--- src/rtl/mpd_params.svh ---
// Constants for the motor pre-driver input control block.
// Assumes a 100 MHz system clock; included by rtl/mpd_ctrl.sv, not by rtl/mpd_pkg.sv.
`ifndef MPD_PARAMS_SVH
`define MPD_PARAMS_SVH

`define MPD_CLK_MHZ 100
`define MPD_PWRUP_MIN_US 1000
`define MPD_PWRUP_MAX_US 2000
`define MPD_PWRUP_MIN_CYC (`MPD_PWRUP_MIN_US * `MPD_CLK_MHZ)
`define MPD_PWRUP_MAX_CYC (`MPD_PWRUP_MAX_US * `MPD_CLK_MHZ)
`define MPD_US_DIV `MPD_CLK_MHZ
`define MPD_PWRUP_US_CNT `MPD_PWRUP_MIN_US
`define MPD_LOW_PULSE_NS 1000
`define MPD_LOW_PULSE_CYC ((`MPD_LOW_PULSE_NS * `MPD_CLK_MHZ + 999) / 1000)
`define MPD_CNT_W 18
`define MPD_GATE_RST 6'h00

`endif

--- src/rtl/mpd_pkg.sv ---
// Types for the motor pre-driver input control block.
// Assumes nothing of its surroundings.
package mpd_pkg;

    typedef enum logic [1:0] {
        MPD_ST_OFF = 2'b00,
        MPD_ST_WAIT_SUPPLY = 2'b01,
        MPD_ST_PWRUP = 2'b10,
        MPD_ST_RUN = 2'b11
    } mpd_state_t;

    // Six gate drives, one bit per gate
    typedef struct packed {
        logic high_gate_phase_c;
        logic high_gate_phase_b;
        logic high_gate_phase_a;
        logic low_gate_phase_c;
        logic low_gate_phase_b;
        logic low_gate_phase_a;
    } mpd_gates_t;

    // Three hall sensor levels
    typedef struct packed {
        logic hall_sense_a;
        logic hall_sense_b;
        logic hall_sense_c;
    } mpd_hall_t;

endpackage

--- src/rtl/mpd_ctrl.sv ---
// Control logic of a three-phase gate pre-driver: power-up gate, sleep, brake and commutation.
// Assumes all inputs are pins from outside this clock domain; gate outputs feed external drivers.
//
// Overview of operation
// - Power-up starts only while the supply lockout comparator reports the supply good.
// - After power-up starts, nothing works until the gate supply good flag is seen high.
// - The power-up interval lasts 1 to 2 ms, then inputs are obeyed and gates driven.
// - A low sleep control input puts the block into sleep.
// - In sleep every function including the gate outputs is disabled.
// - While sleep control is low, brake, pulse-width, direction and halls are ignored.
// - Leaving sleep reruns the whole power-up sequence including the supply wait.
// - A low brake input turns on all three low-side gates whatever the pulse-width.
// - With brake off and pulse-width low the selected phase is driven low.
// - With brake off and pulse-width high the selected phase is driven high.
// - The direction input picks rotation sense, changing the selected phase.
// - The selected phases come from three 120 degree Hall inputs and direction.
// - On each Hall change the newly driven phase is held low briefly first.
`timescale 1ns/100ps
`include "mpd_params.svh"

module mpd_ctrl (
    input wire logic sys_clk_i,                // 100 MHz clock
    input wire logic arst_n_i,                 // Async reset, active low
    input wire logic supply_ok_i,              // Main supply above lockout threshold
    input wire logic gate_supply_ok_i,         // Gate supply above rising threshold
    input wire logic sleep_ctl_n_i,            // Sleep control, low sleeps
    input wire logic brake_in_n_i,             // Brake, active low
    input wire logic pwm_i,                    // Pulse-width input
    input wire logic dir_i,                    // Rotation direction
    input wire mpd_pkg::mpd_hall_t hall_i,     // Hall sensor levels
    output mpd_pkg::mpd_gates_t gates_o,       // Six gate drives, registered
    output logic ready_o                       // Power-up done, registered
);
    import mpd_pkg::*;

    localparam logic [`MPD_CNT_W-1:0] PWRUP_TICKS = `MPD_CNT_W'(`MPD_PWRUP_US_CNT);
    localparam logic [6:0] US_DIV_LAST = 7'(`MPD_US_DIV - 1);
    localparam logic [`MPD_CNT_W-1:0] LOW_CYC = `MPD_CNT_W'(`MPD_LOW_PULSE_CYC);

    // Phase drive code: 2 = driven by pwm, 1 = low side on, 0 = off
    typedef logic [1:0] mpd_drv_t;

    // Commutation lookup; returns drive codes for phases c,b,a
    function automatic logic [5:0] commutate(input logic [2:0] h, input logic d);
        logic [5:0] r;
        r = 6'h00;
        if (d) begin
            unique case (h)
                3'b101: r = {2'd1, 2'd0, 2'd2};
                3'b100: r = {2'd1, 2'd2, 2'd0};
                3'b110: r = {2'd0, 2'd2, 2'd1};
                3'b010: r = {2'd2, 2'd0, 2'd1};
                3'b011: r = {2'd2, 2'd1, 2'd0};
                3'b001: r = {2'd0, 2'd1, 2'd2};
                default: r = 6'h00;
            endcase
        end else begin
            unique case (h)
                3'b101: r = {2'd2, 2'd0, 2'd1};
                3'b100: r = {2'd2, 2'd1, 2'd0};
                3'b110: r = {2'd0, 2'd1, 2'd2};
                3'b010: r = {2'd1, 2'd0, 2'd2};
                3'b011: r = {2'd1, 2'd2, 2'd0};
                3'b001: r = {2'd0, 2'd2, 2'd1};
                default: r = 6'h00;
            endcase
        end
        return r;
    endfunction

    // Codes 000 and 111 never come from a sound sensor set
    function automatic logic hall_valid(input logic [2:0] h);
        return (h != 3'h0) && (h != 3'h7);
    endfunction

    // Gate pair {high, low} of one phase for its drive code
    function automatic logic [1:0] phase_pair(input mpd_drv_t code, input logic pwm_on);
        logic [1:0] g;
        g = 2'h0;
        unique case (code)
            2'd0: g = 2'h0;
            2'd1: g = 2'h1;
            2'd2: g = {pwm_on, !pwm_on};
            default: g = 2'h0;
        endcase
        return g;
    endfunction

    // Never both gates of one leg; the low side wins a clash
    function automatic mpd_gates_t leg_guard(input mpd_gates_t g);
        mpd_gates_t r;
        r = g;
        r.high_gate_phase_a = g.high_gate_phase_a && !g.low_gate_phase_a;
        r.high_gate_phase_b = g.high_gate_phase_b && !g.low_gate_phase_b;
        r.high_gate_phase_c = g.high_gate_phase_c && !g.low_gate_phase_c;
        return r;
    endfunction

    // Two-flop synchronisers, one set per pin group
    logic [1:0] sup_sync1_ff;
    logic [1:0] sup_sync2_ff;
    logic [3:0] ctl_sync1_ff;
    logic [3:0] ctl_sync2_ff;
    logic [2:0] hall_sync1_ff;
    logic [2:0] hall_sync2_ff;

    always_ff @(posedge sys_clk_i or negedge arst_n_i) begin
        if (!arst_n_i) begin
            sup_sync1_ff <= 2'h0;
            sup_sync2_ff <= 2'h0;
        end else begin
            sup_sync1_ff <= {supply_ok_i, gate_supply_ok_i};
            sup_sync2_ff <= sup_sync1_ff;
        end
    end

    always_ff @(posedge sys_clk_i or negedge arst_n_i) begin
        if (!arst_n_i) begin
            ctl_sync1_ff <= 4'h0;
            ctl_sync2_ff <= 4'h0;
        end else begin
            ctl_sync1_ff <= {sleep_ctl_n_i, brake_in_n_i, pwm_i, dir_i};
            ctl_sync2_ff <= ctl_sync1_ff;
        end
    end

    always_ff @(posedge sys_clk_i or negedge arst_n_i) begin
        if (!arst_n_i) begin
            hall_sync1_ff <= 3'h0;
            hall_sync2_ff <= 3'h0;
        end else begin
            hall_sync1_ff <= hall_i;
            hall_sync2_ff <= hall_sync1_ff;
        end
    end

    logic s_supply;
    logic s_gsupply;
    logic s_awake;
    logic s_brake_n;
    logic s_pwm;
    logic s_dir;
    logic [2:0] s_hall;
    assign {s_supply, s_gsupply} = sup_sync2_ff;
    assign {s_awake, s_brake_n, s_pwm, s_dir} = ctl_sync2_ff;
    assign s_hall = hall_sync2_ff;

    // Power-up sequencer
    mpd_state_t state_ff;
    mpd_state_t nxt_state;
    logic [`MPD_CNT_W-1:0] pwr_cnt_ff;

    // One-cycle microsecond enable, restarted on entry to power-up
    logic [6:0] us_div_ff;
    logic us_tick;
    assign us_tick = (state_ff == MPD_ST_PWRUP) && (us_div_ff == US_DIV_LAST);

    always_ff @(posedge sys_clk_i or negedge arst_n_i) begin
        if (!arst_n_i) begin
            us_div_ff <= 7'h00;
        end else if (state_ff != MPD_ST_PWRUP || us_tick) begin
            us_div_ff <= 7'h00;
        end else begin
            us_div_ff <= us_div_ff + 7'h01;
        end
    end

    // Sleep or lockout both force a full restart
    logic drop;
    assign drop = !s_supply || !s_awake;

    always_comb begin
        nxt_state = state_ff;
        unique case (state_ff)
            MPD_ST_OFF: begin
                if (s_supply && s_awake) begin
                    nxt_state = MPD_ST_WAIT_SUPPLY;
                end
            end
            MPD_ST_WAIT_SUPPLY: begin
                if (s_gsupply) begin
                    nxt_state = MPD_ST_PWRUP;
                end
            end
            MPD_ST_PWRUP: begin
                if (us_tick && pwr_cnt_ff == PWRUP_TICKS - `MPD_CNT_W'(1)) begin
                    nxt_state = MPD_ST_RUN;
                end
            end
            MPD_ST_RUN: begin
                nxt_state = MPD_ST_RUN;
            end
        endcase
        if (drop) begin
            nxt_state = MPD_ST_OFF;
        end
    end

    always_ff @(posedge sys_clk_i or negedge arst_n_i) begin
        if (!arst_n_i) begin
            state_ff <= MPD_ST_OFF;
        end else begin
            state_ff <= nxt_state;
        end
    end

    always_ff @(posedge sys_clk_i or negedge arst_n_i) begin
        if (!arst_n_i) begin
            pwr_cnt_ff <= '0;
        end else if (state_ff == MPD_ST_PWRUP && nxt_state == MPD_ST_PWRUP) begin
            if (us_tick) begin
                pwr_cnt_ff <= pwr_cnt_ff + `MPD_CNT_W'(1);
            end
        end else begin
            pwr_cnt_ff <= '0;
        end
    end

    logic run;
    assign run = (state_ff == MPD_ST_RUN) && (nxt_state == MPD_ST_RUN);

    // Hall change low pulse
    logic [2:0] hall_prev_ff;
    logic [`MPD_CNT_W-1:0] low_cnt_ff;
    logic hall_edge;
    assign hall_edge = (s_hall != hall_prev_ff);

    always_ff @(posedge sys_clk_i or negedge arst_n_i) begin
        if (!arst_n_i) begin
            hall_prev_ff <= 3'h0;
        end else begin
            hall_prev_ff <= s_hall;
        end
    end

    always_ff @(posedge sys_clk_i or negedge arst_n_i) begin
        if (!arst_n_i) begin
            low_cnt_ff <= '0;
        end else if (run && hall_edge) begin
            low_cnt_ff <= LOW_CYC;
        end else if (low_cnt_ff != '0) begin
            low_cnt_ff <= low_cnt_ff - `MPD_CNT_W'(1);
        end
    end

    // Gate decode
    logic [5:0] drv;
    mpd_gates_t nxt_gates;
    logic pwm_eff;
    assign drv = commutate(s_hall, s_dir);
    assign pwm_eff = s_pwm && (low_cnt_ff == '0) && !hall_edge;

    always_comb begin
        logic [1:0] pair;
        pair = 2'h0;
        nxt_gates = `MPD_GATE_RST;
        if (!run) begin
            nxt_gates = `MPD_GATE_RST;
        end else if (!s_brake_n) begin
            nxt_gates = 6'h07;
        end else if (hall_valid(s_hall)) begin
            for (int p = 0; p < 3; p++) begin
                pair = phase_pair(drv[2*p +: 2], pwm_eff);
                nxt_gates[p+3] = pair[1];
                nxt_gates[p] = pair[0];
            end
        end
    end

    // Gate drives
    always_ff @(posedge sys_clk_i or negedge arst_n_i) begin
        if (!arst_n_i) begin
            gates_o <= `MPD_GATE_RST;
        end else begin
            gates_o <= leg_guard(nxt_gates);
        end
    end

    // Running flag
    always_ff @(posedge sys_clk_i or negedge arst_n_i) begin
        if (!arst_n_i) begin
            ready_o <= 1'b0;
        end else begin
            ready_o <= run;
        end
    end

endmodule // mpd_ctrl

--- config.mk ---
export PLATFORM = sky130hd
export DESIGN_NAME = mpd_ctrl
export DESIGN_NICKNAME = d
export VERILOG_FILES = /design/src/rtl/mpd_pkg.sv /design/src/rtl/mpd_ctrl.sv
export VERILOG_INCLUDE_DIRS = /design/src /design/src/rtl
export SDC_FILE = /design/constraint.sdc
export NUM_CORES = 1
export LEC_CHECK = 0
export BUFFER_PORTS_ARGS = -buffer_cell sky130_fd_sc_hd__clkbuf_2
export CAP_MARGIN = 40
export CORE_MARGIN = 4
export CORE_UTILIZATION = 55
export DETAILED_ROUTE_END_ITERATION = 6
export PLACE_DENSITY_LB_ADDON = 0.05
export RECOVER_POWER = 100
export SLEW_MARGIN = 20
export SYNTH_ARGS = -nofsm -noshare
export SYNTH_HDL_FRONTEND = slang
export SYNTH_SLANG_ARGS = --single-unit
--- constraint.sdc ---
create_clock -name sys_clk_i -period 2.1 [get_ports sys_clk_i]
set_input_delay 0.21 -clock sys_clk_i [delete_from_list [all_inputs] [get_ports sys_clk_i]]
set_output_delay 0.21 -clock sys_clk_i [all_outputs]
set_load 0.05 [all_outputs]
==> impl_metrics.py <==
metrics = {
    "cells_and_area": {
        "n_antenna_cell": 0,
        "fillers": 479,
        "nNetsFinal": 417,
        "drive_gt1_frac": 0.178,
        "syn2layout_area_growth_pct": 18.8,
    },
    "detailed_routing": {
        "num_vias": 2709,
        "top_layer": "met4",
        "route.detailed.drc": 0,
        "wl_met2_mm": 3.20,
        "routed-wl-met3_um": 173,
        "drt_wl_total_mm": 6.96,
        "routedWlPerCell_um": 14.7,
        "wl_met1_mm": 3.47,
        "antenna_left": 0,
        "vias_per_cell": 5.70,
        "drt-initial-drc-count": 145,
        "drt-pass1-iter-count": 4,
    },
    "logic_synthesis": {
        "ys_types": 46,
        "ys_top_cells_by_area": "dfrtp_1 (52%), ha_1 (3.6%), a21oi_1 (3.4%)",
        "syn_nets": 362,
        "yosysMostFrequentCell": "dfrtp_1",
        "yosysWarnings": 0,
        "synth_seq_area_share": 0.521,
        "netlist_area_mm2": 0.00350,
        "yosys.area.top_type": "dfrtp_1",
        "synthFlopType": "dfrtp_1",
        "synth_top_area_frac": 0.521,
        "synth_edf_count": 0,
        "synth-seq-cells": 73,
        "netlist_top_cells_count": "dfrtp_1 (73), a21oi_1 (24), nand2_1 (23)",
        "async_reset_ff_frac": 1.00,
        "synth.avg_cell_area_um2": 10.3,
        "netlist_instances": 341,
    },
    "timing": {
        "fin_crit_ps": 2110,
        "setup_violations": 2,
        "fmaxAchievable_mhz": 473,
        "slew_headroom": 0.301,
        "finalHoldWorstSlack_ps": 349,
        "rsz0062_at_grt": "yes",
        "fin_ws_ps": -12.4,
        "period_share": 1.01,
        "slew_viol_final": 0,
        "fin_worst_skew_ps": 8.97,
        "worstMarginPinSlew_ps": 1050,
        "hold_viol_final": 0,
    },
    "setup_path": {
        "cp_common_cell": "or4b_4",
        "path_buf_inv": 0,
        "cp_max_fo": 6,
        "max_stage_delay_ps": 550,
        "crit_chain": "or4b_4 -> or4b_4 -> or4_4 -> a21oi_2",
        "startpoint": "us_div_ff[2]$_DFF_PN0_",
        "cp-start-kind": "register",
        "crit_arrival_ps": 2380,
        "cp-end-kind": "register",
        "cp.required_ps": 2370,
        "critPathSlowestCell": "or4b_4",
        "rr_startpoint": "us_div_ff[2]$_DFF_PN0_",
        "crit_family": "simple AND/OR/NAND/NOR gates",
        "path_class": "register to register",
    },
    "global_route": {
        "grt_pass1_vias": 2670,
        "grt_pass1_wl_mm": 12.6,
        "grt_max_degree": 45,
        "grt_overflow": 0,
        "grt_util_all_layers": 0.209,
        "antenna_found_initial": 0,
    },
    "run_status": {
        "violations": "negative setup slack",
        "status": "complete, but fails checks",
    },
    "clock_tree": {
        "clkTransAtPathRegs_ps": 70,
        "insertion_delay_ps": 330,
        "numCtsBuffers": 9,
        "clock-sinks": 73,
        "cts-root-buf": "clkbuf_8",
        "clockBufferDepth": 2,
        "h-tree-depth": 3,
        "cts_tree": "built",
    },
    "power_and_ir_drop": {
        "peakVddDrop_uv": 697,
        "p_leak_nw": 1.76,
        "pwr_density_cell_mw_per_mm2": 853,
    },
    "floorplanning": {
        "rows": 28,
        "die_h_um": 87.8,
        "start_util": 0.578,
        "coreArea_mm2": 0.00606,
        "die_w_um": 87.8,
        "io_pins": 18,
        "die-area_mm2": 0.00771,
    },
    "placed_design": {
        "dp_hpwl_mm": 4.82,
        "port_buffers": 17,
        "dp_slack_ps": -82.4,
        "gp_congestion": 0.837,
    },
    "min_path": {
        "hold_start": "hall_sync1_ff[0]$_DFF_PN0_",
        "min_path_type": "register to register",
    },
    "flow_run": {
        "drv_cap": 0,
    },
}
==> power breakdown <==
part	internal (mW)	switching, mW	total, mW
sequential	1.59	0.211	1.80
clock	0.452	0.493	0.945
combinational	0.394	0.413	0.807
==> state kept, by name (all words and copies together), names as in the netlist <==
name	flops
ctl_sync1_ff	4
ctl_sync2_ff	4
gates_o	6
hall_prev_ff	3
hall_sync1_ff	3
hall_sync2_ff	3
low_cnt_ff	18
pwr_cnt_ff	18
ready_o	1
state_ff	2
sup_sync1_ff	2
sup_sync2_ff	2
us_div_ff	7
==> layer usage <==
metal	global-route usage	up-vias
met5	0	-
met4	0.0865	0
met3	0.0357	10
met2	0.312	39
met1	0.301	1296
li1	-	1364
==> worst paths after layout <==
path / to / slack, ps / depth (start not counted)
max: pwr_cnt_ff[17]$_DFFE_PN0P_ / -10 / 4
min: hall_sync2_ff[0]$_DFF_PN0_ / 350 / 0
max reg2reg: pwr_cnt_ff[17]$_DFFE_PN0P_ / -10 / 4
min reg2reg: hall_sync2_ff[0]$_DFF_PN0_ / 350 / 0
max in group asynchronous: ctl_sync2_ff[1]$_DFF_PN0_ / 270 / 3
min in group asynchronous: pwr_cnt_ff[15]$_DFFE_PN0P_ / 590 / 2
==> per-stage QoR <==
stage / total power [mW] / util / setup TNS (ps) / instance area (um^2) / cells
2_1_floorplan: 2.28 / - / -97.0 / 3510 / 341
3_3_place_gp: 2.55 / 0.634 / -76.5 / 3840 / 447
3_5_place_dp: 2.58 / 0.634 / -199 / 3840 / 447
4_1_cts: 3.55 / 0.685 / -178 / 4150 / 475
5_1_grt: 3.80 / 0.686 / -1610 / 4160 / 475
6_report: 3.55 / 0.686 / -14.4 / 4160 / 475
==> final cells by class <==
type	count	area (um^2)	share of cell area
multi-input cells	244	1640	0.395
well taps	75	93.8	0.0226
flip-flops and latches	73	1830	0.439
inverters	13	48.8	0.0117
clock buffers	12	145	0.0349
repair buffers	55	384	0.0923
clock inverters	3	17.5	0.00421
==> cell usage in the layout (no fill, tap or decap), types with 4 or more instances in the layout <==
cell type | netlist | routed
dfrtp_1 | 73 | 73
nand2_1 | 23 | 23
nor2_1 | 22 | 22
buf_4 | 0 | 21
a21oi_1 | 24 | 20
o21ai_0 | 19 | 18
nand3_1 | 12 | 12
clkbuf_1 | 9 | 12
inv_1 | 13 | 11
xor2_1 | 11 | 11
nor3_1 | 11 | 11
or3_1 | 10 | 10
clkbuf_8 | 0 | 10
dlygate4sd3_1 | 0 | 10
clkbuf_2 | 0 | 10
nand2b_1 | 9 | 9
ha_1 | 10 | 9
or4_1 | 11 | 8
nor4_1 | 7 | 7
nand4_1 | 7 | 7
o31ai_1 | 8 | 7
and4_1 | 5 | 5
and3_1 | 5 | 5
xnor2_1 | 5 | 5
a21oi_2 | 0 | 4
==> what timing repair did <==
item                                    4_1_cts  5_1_grt
buffers inserted                              3        0
hold buffers                                 10        0
pin swaps                                    13        6
endpoints found under the hold margin        52        0
resized for setup                             7       15
endpoints found under the setup margin        5       17
==> logic make-up (layout without fill, tap and decap cells) <==
family / after synthesis / after routing / synth area share
simple gates: 140 / 140 / 0.229
xor+xnor: 16 / 16 / 0.0400
flops: 73 / 73 / 0.521
buf+inv: 24 / 83 / 0.0279
mux: 3 / 3 / 0.00857
compound gates: 75 / 75 / 0.138
fa+ha+maj: 10 / 10 / 0.0357
(Power assumes the default switching activity.)
